--- src/rtl/lle_defines.svh ---
// Constants for the ladder logic executor
`ifndef LLE_DEFINES_SVH
`define LLE_DEFINES_SVH
`define LLE_CLK_HZ       25000000
`define LLE_TIMEBASE_MS  100
`define LLE_PC_W         8
`define LLE_STACK_DEPTH  8
`define LLE_BLOCK_DEPTH  8
`define LLE_NUM_Y        16
`define LLE_NUM_M        32
`define LLE_NUM_BITS     48
`define LLE_NUM_TC       16
`define LLE_NUM_REG      10
`define LLE_REG_A_IDX    8
`define LLE_REG_B_IDX    9
`define LLE_PC_RESET     8'h00
`endif

--- src/rtl/lle_pkg.sv ---
// Types for the ladder logic executor
package lle_pkg;
    typedef enum logic [3:0] {
        LLE_OP_NOP   = 4'h0,
        LLE_OP_BEGIN = 4'h1,
        LLE_OP_BEGNI = 4'h2,
        LLE_OP_JOIN  = 4'h3,
        LLE_OP_PUSH  = 4'h4,
        LLE_OP_PEEK  = 4'h5,
        LLE_OP_POP   = 4'h6,
        LLE_OP_COIL  = 4'h7,
        LLE_OP_SET   = 4'h8,
        LLE_OP_CLR   = 4'h9,
        LLE_OP_TMR   = 4'ha,
        LLE_OP_TALLY = 4'hb,
        LLE_OP_END   = 4'hc
    } lle_op_type;
    typedef enum logic [2:0] {
        LLE_OT_X = 3'h0,
        LLE_OT_Y = 3'h1,
        LLE_OT_M = 3'h2,
        LLE_OT_T = 3'h3,
        LLE_OT_C = 3'h4,
        LLE_OT_D = 3'h5,
        LLE_OT_A = 3'h6,
        LLE_OT_B = 3'h7
    } lle_otype_type;
    typedef struct packed {
        lle_op_type    op;
        logic          dbl;
        lle_otype_type otype;
        logic [4:0]    addr;
        logic [31:0]   kval;
    } lle_instr_type;
endpackage : lle_pkg

--- src/rtl/lle_executor.sv ---
// Ladder logic execution unit: one instruction per clock
`timescale 1ns/1ps
`include "lle_defines.svh"
module lle_executor #(
    parameter int TICK_CYCLES = `LLE_TIMEBASE_MS * (`LLE_CLK_HZ / 1000)
) (
    input  wire logic                  clock,
    input  wire logic                  rst,
    input  wire lle_pkg::lle_instr_type instr,
    input  wire logic [15:0]           x_in,
    input  wire logic                  in_handler,
    output logic [`LLE_PC_W-1:0]       pc_r,
    output logic [15:0]                y_out_r,
    output logic [`LLE_NUM_BITS-1:0]   pulse_r,
    output logic [`LLE_NUM_REG-1:0]    reg_clr_r,
    output logic                       stack_err_r
);
    import lle_pkg::*;

    // State
    logic                     acc_r;
    logic                     acc_nxt;
    logic [`LLE_NUM_BITS-1:0] ym_r;
    logic                     rstk_r [`LLE_STACK_DEPTH];
    logic [3:0]               rsp_r;
    logic [3:0]               rsp_nxt;
    logic                     bstk_r [`LLE_BLOCK_DEPTH];
    logic [2:0]               bsp_r;
    logic [2:0]               bsp_nxt;
    logic [15:0]              tmr_val_r [`LLE_NUM_TC];
    logic [`LLE_NUM_TC-1:0]   tmr_on_r;
    logic [`LLE_NUM_TC-1:0]   tick_pend_r;
    logic [31:0]              cnt_val_r [`LLE_NUM_TC];
    logic [`LLE_NUM_TC-1:0]   cnt_on_r;
    logic [`LLE_NUM_TC-1:0]   cnt_prev_r;
    logic [`LLE_PC_W-1:0]     pos_r [`LLE_NUM_BITS];
    logic [21:0]              tick_cnt_r;
    logic                     err_set;

    // Decode of the current instruction
    wire lle_op_type    op      = instr.op;
    wire lle_otype_type ot      = instr.otype;
    wire [3:0]          ti      = instr.addr[3:0];
    wire [5:0]          w_idx   = (ot == LLE_OT_Y) ? {2'b00, ti}
                                                   : 6'(16 + instr.addr);
    wire                ot_bit  = (ot == LLE_OT_Y) || (ot == LLE_OT_M);
    wire                is_end  = (op == LLE_OP_END);
    wire                is_clr  = (op == LLE_OP_CLR) && acc_r;

    // Contact value of the operand, coils and timers read back here
    wire contact = (ot == LLE_OT_X) ? x_in[ti] :
                   ot_bit           ? ym_r[w_idx] :
                   (ot == LLE_OT_T) ? tmr_on_r[ti] :
                   (ot == LLE_OT_C) ? cnt_on_r[ti] : 1'b0;

    // Bit writes: coil follows result, set latches on, clear latches off
    wire wr_en  = ot_bit && ((op == LLE_OP_COIL) ||
                  ((op == LLE_OP_SET) && acc_r) ||
                  is_clr);
    wire wr_val = (op == LLE_OP_COIL) ? acc_r : (op == LLE_OP_SET);

    // Timer step for the addressed timer
    wire        tmr_sel  = (op == LLE_OP_TMR);
    wire [15:0] tmr_cur  = tmr_val_r[ti];
    wire        tmr_step = acc_r && tick_pend_r[ti] && (tmr_cur < instr.kval[15:0]);
    wire [15:0] tmr_nxt  = !acc_r ? 16'h0000 :
                           tmr_step ? 16'(tmr_cur + 16'h0001) : tmr_cur;

    // Counter step, 16-bit form masks value and preset
    wire        cnt_sel  = (op == LLE_OP_TALLY);
    wire [31:0] cnt_cur  = cnt_val_r[ti];
    wire [31:0] cnt_pre  = instr.dbl ? instr.kval : {16'h0000, instr.kval[15:0]};
    wire        cnt_rise = acc_r && !cnt_prev_r[ti];
    wire [31:0] cnt_inc  = instr.dbl ? 32'(cnt_cur + 32'h0000_0001)
                                     : {16'h0000, 16'(cnt_cur[15:0] + 16'h0001)};
    wire [31:0] cnt_nxt  = (cnt_rise && (cnt_cur < cnt_pre)) ? cnt_inc : cnt_cur;

    // Timebase tick
    wire tick = (tick_cnt_r == 22'(TICK_CYCLES - 1));

    // Result, result stack and block stack next values
    always_comb begin
        acc_nxt = acc_r;
        rsp_nxt = rsp_r;
        bsp_nxt = bsp_r;
        err_set = 1'b0;
        case (op)
            LLE_OP_BEGIN, LLE_OP_BEGNI: begin
                acc_nxt = contact ^ (op == LLE_OP_BEGNI);
                bsp_nxt = 3'(bsp_r + 3'h1);
            end
            LLE_OP_JOIN: begin
                acc_nxt = acc_r | bstk_r[3'(bsp_r - 3'h1)];
                bsp_nxt = 3'(bsp_r - 3'h1);
            end
            LLE_OP_PUSH: begin
                if (rsp_r == 4'(`LLE_STACK_DEPTH)) begin
                    err_set = 1'b1;
                end else begin
                    rsp_nxt = 4'(rsp_r + 4'h1);
                end
            end
            LLE_OP_PEEK, LLE_OP_POP: begin
                if (rsp_r == 4'h0) begin
                    err_set = 1'b1;
                end else begin
                    acc_nxt = rstk_r[3'(rsp_r - 4'h1)];
                    if (op == LLE_OP_POP) begin
                        rsp_nxt = 4'(rsp_r - 4'h1);
                    end
                end
            end
            LLE_OP_END: begin
                rsp_nxt = 4'h0;
                bsp_nxt = 3'h0;
            end
            default: begin
                acc_nxt = acc_r;
            end
        endcase
    end

    // Result register and stack pointers
    always_ff @(posedge clock or posedge rst) begin
        if (rst) begin
            acc_r       <= 1'b0;
            rsp_r       <= 4'h0;
            bsp_r       <= 3'h0;
            stack_err_r <= 1'b0;
        end else begin
            acc_r       <= acc_nxt;
            rsp_r       <= rsp_nxt;
            bsp_r       <= bsp_nxt;
            stack_err_r <= stack_err_r | err_set;
        end
    end

    // Stack storage; the block entry saves the result a new chain replaces
    always_ff @(posedge clock) begin
        if ((op == LLE_OP_PUSH) && !err_set) begin
            rstk_r[rsp_r[2:0]] <= acc_r;
        end
        if ((op == LLE_OP_BEGIN) || (op == LLE_OP_BEGNI)) begin
            bstk_r[bsp_r] <= acc_r;
        end
    end

    // Step counter; frozen while a handler runs, wraps at end
    always_ff @(posedge clock or posedge rst) begin
        if (rst) begin
            pc_r    <= `LLE_PC_RESET;
            y_out_r <= 16'h0000;
        end else if (!in_handler) begin
            pc_r <= is_end ? `LLE_PC_RESET : `LLE_PC_W'(pc_r + 1'b1);
            if (is_end) begin
                y_out_r <= ym_r[15:0];
            end
        end
    end

    // Output and relay image
    always_ff @(posedge clock or posedge rst) begin
        if (rst) begin
            ym_r <= '0;
        end else if (wr_en) begin
            ym_r[w_idx] <= wr_val;
        end
    end

    // Pulse component per bit, kept one scan from the changing line
    genvar g;
    generate
        for (g = 0; g < `LLE_NUM_BITS; g++) begin : g_pulse
            wire rise = wr_en && (w_idx == 6'(g)) && wr_val && !ym_r[g];
            wire fall = wr_en && (w_idx == 6'(g)) && !wr_val;
            wire done = !in_handler && (pos_r[g] == pc_r);
            always_ff @(posedge clock or posedge rst) begin
                if (rst) begin
                    pulse_r[g] <= 1'b0;
                    pos_r[g]   <= `LLE_PC_RESET;
                end else if (rise) begin
                    pulse_r[g] <= 1'b1;
                    pos_r[g]   <= pc_r;
                end else if (fall || done) begin
                    pulse_r[g] <= 1'b0;
                end
            end
        end
    endgenerate

    // Timebase divider and per-timer pending ticks; a tick beats the consume
    always_ff @(posedge clock or posedge rst) begin
        if (rst) begin
            tick_cnt_r  <= 22'h00_0000;
            tick_pend_r <= '0;
        end else begin
            tick_cnt_r  <= tick ? 22'h00_0000 : 22'(tick_cnt_r + 22'h00_0001);
            tick_pend_r <= {`LLE_NUM_TC{tick}} |
                           (tick_pend_r & ~(`LLE_NUM_TC'(tmr_sel) << ti));
        end
    end

    // Timers: count toward preset while enabled, clear on drop or clear op
    always_ff @(posedge clock or posedge rst) begin
        if (rst) begin
            tmr_on_r <= '0;
            for (int i = 0; i < `LLE_NUM_TC; i++) begin
                tmr_val_r[i] <= 16'h0000;
            end
        end else if (tmr_sel) begin
            tmr_val_r[ti] <= tmr_nxt;
            tmr_on_r[ti]  <= acc_r && (tmr_nxt >= instr.kval[15:0]);
        end else if (is_clr && (ot == LLE_OT_T)) begin
            tmr_val_r[ti] <= 16'h0000;
            tmr_on_r[ti]  <= 1'b0;
        end
    end

    // Counters: rising input steps value, contact on at preset until cleared
    always_ff @(posedge clock or posedge rst) begin
        if (rst) begin
            cnt_on_r   <= '0;
            cnt_prev_r <= '0;
            for (int i = 0; i < `LLE_NUM_TC; i++) begin
                cnt_val_r[i] <= 32'h0000_0000;
            end
        end else if (cnt_sel) begin
            cnt_val_r[ti]  <= cnt_nxt;
            cnt_prev_r[ti] <= acc_r;
            cnt_on_r[ti]   <= cnt_nxt >= cnt_pre;
        end else if (is_clr && (ot == LLE_OT_C)) begin
            cnt_val_r[ti] <= 32'h0000_0000;
            cnt_on_r[ti]  <= 1'b0;
        end
    end

    // Register clear strobes for the data and index register file
    wire [`LLE_NUM_REG-1:0] reg_clr_nxt =
        !is_clr            ? '0 :
        (ot == LLE_OT_D)   ? `LLE_NUM_REG'(1) << instr.addr[2:0] :
        (ot == LLE_OT_A)   ? `LLE_NUM_REG'(1) << `LLE_REG_A_IDX :
        (ot == LLE_OT_B)   ? `LLE_NUM_REG'(1) << `LLE_REG_B_IDX : '0;

    always_ff @(posedge clock or posedge rst) begin
        if (rst) begin
            reg_clr_r <= '0;
        end else begin
            reg_clr_r <= reg_clr_nxt;
        end
    end
endmodule : lle_executor

--- config.mk ---
export PLATFORM = sky130hd
export DESIGN_NAME = lle_executor
export DESIGN_NICKNAME = d
export VERILOG_FILES = /design/src/rtl/lle_pkg.sv /design/src/rtl/lle_executor.sv
export VERILOG_INCLUDE_DIRS = /design/src /design/src/rtl
export SDC_FILE = /design/constraint.sdc
export NUM_CORES = 2
export LEC_CHECK = 0
export BUFFER_PORTS_ARGS = -buffer_cell sky130_fd_sc_hd__buf_2
export CORE_UTILIZATION = 30
export DETAILED_ROUTE_END_ITERATION = 6
export SLEW_MARGIN = 20
export SYNTH_ARGS = -nofsm -noshare
export SYNTH_HDL_FRONTEND = slang
export SYNTH_SLANG_ARGS = --single-unit
--- constraint.sdc ---
create_clock -name clock -period 73.6 [get_ports clock]
set_clock_uncertainty 0.15 [all_clocks]
set_input_delay 3.68 -clock clock [delete_from_list [all_inputs] [get_ports clock]]
set_output_delay 3.68 -clock clock [all_outputs]
set_load 0.02 [all_outputs]
== Word-level counts from Yosys, hierarchy flattened ==
Memories as Yosys holds them, arrays and structs flattened.
Index checks and enable logic that the tools add are counted.

* Register bits: 1377
* RAM bits: 16
* Input port bits: 64
* Output and inout port bits: 83
* Word-level logic and storage cells: 885
* Memories kept: 2

* Add/sub/neg operators: 10
* Magnitude comparators: 10
* Equality and inequality tests: 119
* Shift operators: 2
* Muxes and demuxes: 167
* Bitwise gates (word level): 15
* Reductions and logical operators: 419

{| class="wikitable"
|+ Memories
! memory !! depth !! width !! read ports !! clocked after Yosys merged registers in !! wr ports !! line !! RTL
|-
| bstk_r || 8 || 1 || 1 || 0 || 1 || lle_executor.sv:27 || <nowiki>logic bstk_r [`LLE_BLOCK_DEPTH];</nowiki>
|-
| rstk_r || 8 || 1 || 1 || 0 || 1 || lle_executor.sv:24 || <nowiki>logic rstk_r [`LLE_STACK_DEPTH];</nowiki>
|}

{| class="wikitable"
|+ Operator list
! operator !! number
|-
| two-way mux 512 bit || 2
|-
| AND 512 bit || 1
|-
| bitwise mux 512 bit || 1
|-
| two-way mux 256 bit || 2
|-
| NOT 512 bit || 1
|-
| == test 8 bit || 48
|-
| AND 256 bit || 1
|-
| bitwise mux 256 bit || 1
|-
| NOT 256 bit || 1
|-
| logical AND 1 bit || 254
|-
| two-way mux 32 bit || 6
|-
| two-way mux 16 bit || 9
|-
| binary-select mux 32 bit (select 4 bit) || 1
|-
| demux 32 bit (select 4 bit) || 1
|-
| two-way mux 1 bit || 116
|-
| nonzero test 2 bit || 50
|-
| == test 6 x 5 -> 1 bit (second input constant) || 16
|-
| == test 6 bit (second input constant) || 16
|-
| binary-select mux 16 bit (select 4 bit) || 1
|-
| demux 16 bit (select 4 bit) || 1
|-
| zero test 1 bit || 52
|-
| logical OR 1 bit || 52
|-
| AND 16 bit || 3
|-
| bitwise mux 16 bit || 3
|-
| other kinds (61) || 103
|}

== Logic depth before layout (Yosys ltp) ==
* Depth in word-level cells: 12
* Mapped depth: 34
* Mapped depth without buffers: 25

== Least setup slack after synthesis ==
No wires, ideal clock.

* Path kind: input -> register
* From: input instr[32] (netlist name)
* To: register cnt_on_r[0]
* Library setup time: 135 ps
* Arrival time: 10478 ps
* Required time: 73315 ps
* Path slack: 62837 ps
* Stages on the path: 34
* Path buffers: 14
* Path through: buf_6 buf_8 buf_8 buf_8 buf_8 buf_6 buf_6 buf_4 mux4_2 mux4_2 ha_1 nand4_1 nor4_1 nand2_1 or4_1 buf_2 and2_1 buf_2 buf_6 a32o_1 a22o_1 buf_2 buf_6 ha_1 a21o_1 a21o_1 a21o_1 a21o_1 a21o_1 a21o_1 a21oi_1 o31a_1 clkbuf_1 o21ai_0

* Word-level cells in the longest chain between the ends: 10
* Elaborated cells on any way between the ends: 25
* Those cells by class: 2 x add/sub; 4 x order compare; 12 x mux; 3 x bitwise; 4 x reduce/logical

{| class="wikitable"
|+ Ends and longest elaborated chain
! element !! line !! RTL
|-
| start: declaration || lle_executor.sv:9 || <nowiki>input wire lle_pkg::lle_instr_type instr,</nowiki>
|-
| NOT 4 -> 5 bit (implied by the code) || lle_executor.sv:71 || <nowiki>wire [31:0] cnt_cur = cnt_val_r[ti];</nowiki>
|-
| binary-select mux 32 bit (select 4 bit) || lle_executor.sv:71 ||
|-
| two-way mux 32 bit (implied by the code) (2 in a row) || lle_executor.sv:71 ||
|-
| adder 32 x 1 -> 32 bit, or another cell as far along || lle_executor.sv:74 || <nowiki>wire [31:0] cnt_inc = instr.dbl ? 32'(cnt_cur + 32'h0000_0001)</nowiki>
|-
| two-way mux 32 bit or logical AND 1 bit (tied branches) || lle_executor.sv:74, lle_executor.sv:76 ||
|-
| two-way mux 32 bit || lle_executor.sv:76 || <nowiki>wire [31:0] cnt_nxt = (cnt_rise && (cnt_cur < cnt_pre)) ? cnt_inc : cnt_cur;</nowiki>
|-
| >= comparator 32 bit || lle_executor.sv:230 || <nowiki>cnt_on_r[ti] <= cnt_nxt >= cnt_pre;</nowiki>
|-
| bitwise mux 16 bit || lle_executor.sv:230 ||
|-
| two-way mux 16 bit * || lle_executor.sv:227 || <nowiki>end else if (cnt_sel) begin</nowiki>
|-
| end signal: indexed assignment || lle_executor.sv:230 ||
|-
| end: declaration || lle_executor.sv:34 || <nowiki>logic [`LLE_NUM_TC-1:0] cnt_on_r;</nowiki>
|}

Every way passes the cells marked *; elsewhere a longest branch is shown, timed or not. The select of a mux whose other input is x is not followed.
A chain may end at the register's enable or synchronous reset.

== Worst setup path in the final report ==
* From: input instr[32] (netlist name)
* To: register cnt_on_r[5]

Same word-level chain as after synthesis.

==> metrics.txt <==
number of port buffers=146; #FFs+latches synth=1393; Filler cells=22100; unique cell type count in the Yosys netlist=84; CP startpoint=instr[32]; clk sink count=1393; Post-CTS Resized=0; first drt pass iteration count=6; Core Region=225000 µm²; Final Max Slew Viols=0; RePlAce Congestion=0.866; syn_nets=6172; Total GRT Usage=19.0%; Setup Fix Bufs, Post-CTS=0; Initial Util=30.2%; status=finished, final reports clean; crit path max fanout=64; final setup fails=0; Synth Area per Inst=11.3 µm²; max cap viols=0; Net count, final=6129; CTS tree=yes; die width=478 µm; Top FF cell, synth=dfrtp_1; FF-to-FF setup slack=65.37 ns; largest net degree at the start of global routing=100; hold buffers post-CTS=0; Least-Margin Pin Slew=1.25 ns; cell depth of the worst setup path=24; cts bufs inserted=147; Max clock buf depth=3; final period utilization=15.8%; final hold violations=0; GR Overflow Total=0; antenna-violating nets left=0; Worst setup SP type=input port; Vias=50200; YS warnings=0; pwr dens=23.5 nW/µm²; worst path buffer plus inverter count=4; Worst VDD drop=20.3 µV; crit path time final=11.64 ns; first-pass GRT wire length=330 mm; clock share of power=42.7%; Post-Syn Area=67800 µm²; sequential power share=44.6%; Top cell by count, worst path=a21o_1; internal power=1.30 mW; Worst-Skew Late Latency=0.81 ns; wire length per cell=24.2 µm; Net Sw Frac=27.9%; starting DRC count in detailed routing=5255; H-Tree Depth=4; RR Endpoint=cnt_on_r[5]; Inst Count DP=8804; Top delay family on crit path=compound AO/OA/AOI/OAI gates; worst path arrival time=12.12 ns; IO Pins=147; vias in the first global route=50300; Die H=478 µm; setup TNS=0 ns; Combinational Power Share=12.7%; root buffer cell=clkbuf_16; DRC Markers=0; sequential fraction of the synthesis area=51.5%; Switch Pwr=0.502 mW; Core Rows=174; Vias per Instance=5.53; Async S/R FF share, synth=98.9%; Post-synth EDFFs=16; register area=35000 µm²; FMAX=85.9 MHz; CP Cell Sequence=buf_8 > buf_4 > mux4_2 > mux4_2 > ha_1 > nand4_1 > nor4_1 > nand2_1 > or4_1 > nand2_1 > buf_4 > nor4_1 > o21ai_1 > inv_1 > ha_1 > a21o_1 > a21o_1 > a21o_1 > a21o_1 > a21oi_1 > o21ai_0 > a31oi_1 > o31a_1 > o21ai_0; CP peak stage delay=0.75 ns; RSZ-0062 raised after global routing=false; Setup CP Type=input port to register; Cell Count, Final, Fillers Out=9075; final wirelength=220 mm; Final Util=34.1%; cell area after layout=76700 µm²; Clock transition at path regs=0.06 ns; DP Wirelength=132 mm; Hold WC Path Type=register to register; growth of design area from synthesis to finish=13.0%; WP data required=74.08 ns; cells on worst reg2reg path=25; Post-DP Area=71500 µm²; share of cells above drive strength 1=21.3%; Critical Path Sink Type=register; worst r2r src=cnt_val_r[500]; Setup crit end=cnt_on_r[5]; initial antenna violation count=20; Die Footprint=228000 µm²; Cells after Synth=6006; CP max stage cell=o21ai_1; multi-input logic area=31000 µm²; Rel. slew slack=16.6%; leak pwr=33.2 nW
[flip-flops by register name (all words and copies together), names as in the netlist, 22 cells and up]
register and count:
tick_cnt_r 22, cnt_val_r 512, tmr_val_r 256, pos_r 384, ym_r 48, pulse_r 48
[how the worst min path moves through the flow]
| stage | start | end | slack (ns) | depth (start not counted) |
|---|---|---|---|---|
| floorplan | cnt_val_r[189] | cnt_val_r[189] | 0.28 | 2 |
| global placement | cnt_val_r[61] | cnt_val_r[61] | 0.30 | 2 |
| detailed placement | cnt_val_r[61] | cnt_val_r[61] | 0.31 | 2 |
| CTS | cnt_val_r[61] | cnt_val_r[61] | 0.32 | 2 |
| global route | tmr_val_r[87] | tmr_val_r[87] | 0.34 | 2 |
| finish | cnt_val_r[93] | cnt_val_r[93] | 0.32 | 2 |
[worst register-to-register path, stage by stage (launching register included)]
cell,delay [ns]
dfrtp_1,0.43
mux4_2,0.46
mux2_2,0.28
o21ai_1,0.48
buf_4,0.30
inv_1,0.14
ha_1,0.32
nand4_1,0.10
nor4_1,0.60
nand2_1,0.16
or4_1,0.69
nand2_1,0.32
buf_4,0.36
nor4_1,0.12
o21ai_1,0.75
inv_1,0.11
ha_1,0.23
a21o_1,0.17
a21o_1,0.16
a21o_1,0.17
a21o_1,0.16
a21oi_1,0.16
o21ai_0,0.11
a31oi_1,0.33
o31a_1,0.60
o21ai_0,0.21
[cell usage after synthesis, types with 58 or more instances]
cell type  count  share of area [%]
a22o_1        82                1.1
inv_1         58               0.32
mux4_2       276                9.2
nor2_1       200                1.1
a31oi_1       67               0.62
nand4_1      136                1.3
o221ai_1      75               0.97
xor2_1        76               0.98
nor3_1       123               0.91
clkbuf_1     355                2.0
xnor2_1      365                4.7
mux2_2       418                6.9
ha_1         102                1.9
a21oi_1      211                1.6
o21ai_0      671                5.0
nand2_1      916                5.1
dfrtp_1     1377                 51
[cell families (layout without fill, tap and decap cells)]
family | count (synthesis) | count (layout) | synth area share, %
DFF | 1393 | 1393 | 51.5
xor gates and xnor gates | 441 | 441 | 5.69
AOI/OAI and AO/OA | 1257 | 1257 | 10.8
adders and majority gates | 102 | 102 | 1.88
buffers and inverters | 528 | 602 | 3.45
other | 0 | 3 | 0
muxes | 720 | 720 | 16.5
and+or+nand+nor | 1565 | 1565 | 10.2
[per-stage QoR]
stage          power (mW)  hold WS (ns)  setup WS, ns
2_1_floorplan       0.978         0.283         30.95
3_3_place_gp         1.04         0.298         61.30
3_5_place_dp         1.05         0.308         61.17
4_1_cts              1.81         0.322         62.02
5_1_grt              1.86         0.341         61.47
6_report             1.80         0.319         61.96
[routing by layer]
layer / up-vias / part of all wire (%) / global-route usage (%)
li1: 21400 / - / -
met1: 26000 / 41 / 25.1
met2: 2277 / 46 / 30.3
met3: 537 / 8.6 / 4.17
met4: 18 / 4.3 / 7.51
met5: - / 0.043 / 0
[layout make-up]
class	instances	share of cell area [%]
Sequential cell	1393	45.6
Multi-Input combinational cell	4085	40.4
Clock buffer	217	5.65
Tap cell	2992	4.88
Timing Repair Buffer	275	2.31
Clock inverter	49	0.837
Inverter	61	0.308
Antenna cell	3	0.00979
[layout by cell type (no fill, tap or decap), types with 34 or more instances in the layout]
master and count:
mux4_2 276, inv_1 57, xor2_1 69, nand3_1 48
nor3_1 122, a31oi_1 66, xnor2_1 351, o21ai_0 671
nor2_1 198, nand4_1 136, ha_1 102, buf_4 126
a22o_1 82, o221ai_1 75, nand2_1 913, buf_2 142
clkbuf_16 150, clkbuf_1 34, or3_1 52, mux2_2 418
a21o_1 36, dfrtp_1 1369, a21oi_1 204
[power by group through the flow]
stage	clock, mW	sequential, mW	combinational, mW
2_1_floorplan	0	0.808	0.170
5_1_grt	0.809	0.805	0.250
3_5_place_dp	0	0.817	0.228
3_3_place_gp	0	0.817	0.226
4_1_cts	0.781	0.803	0.229
6_report	0.769	0.803	0.229
Power figures use the tool's default switching activity.
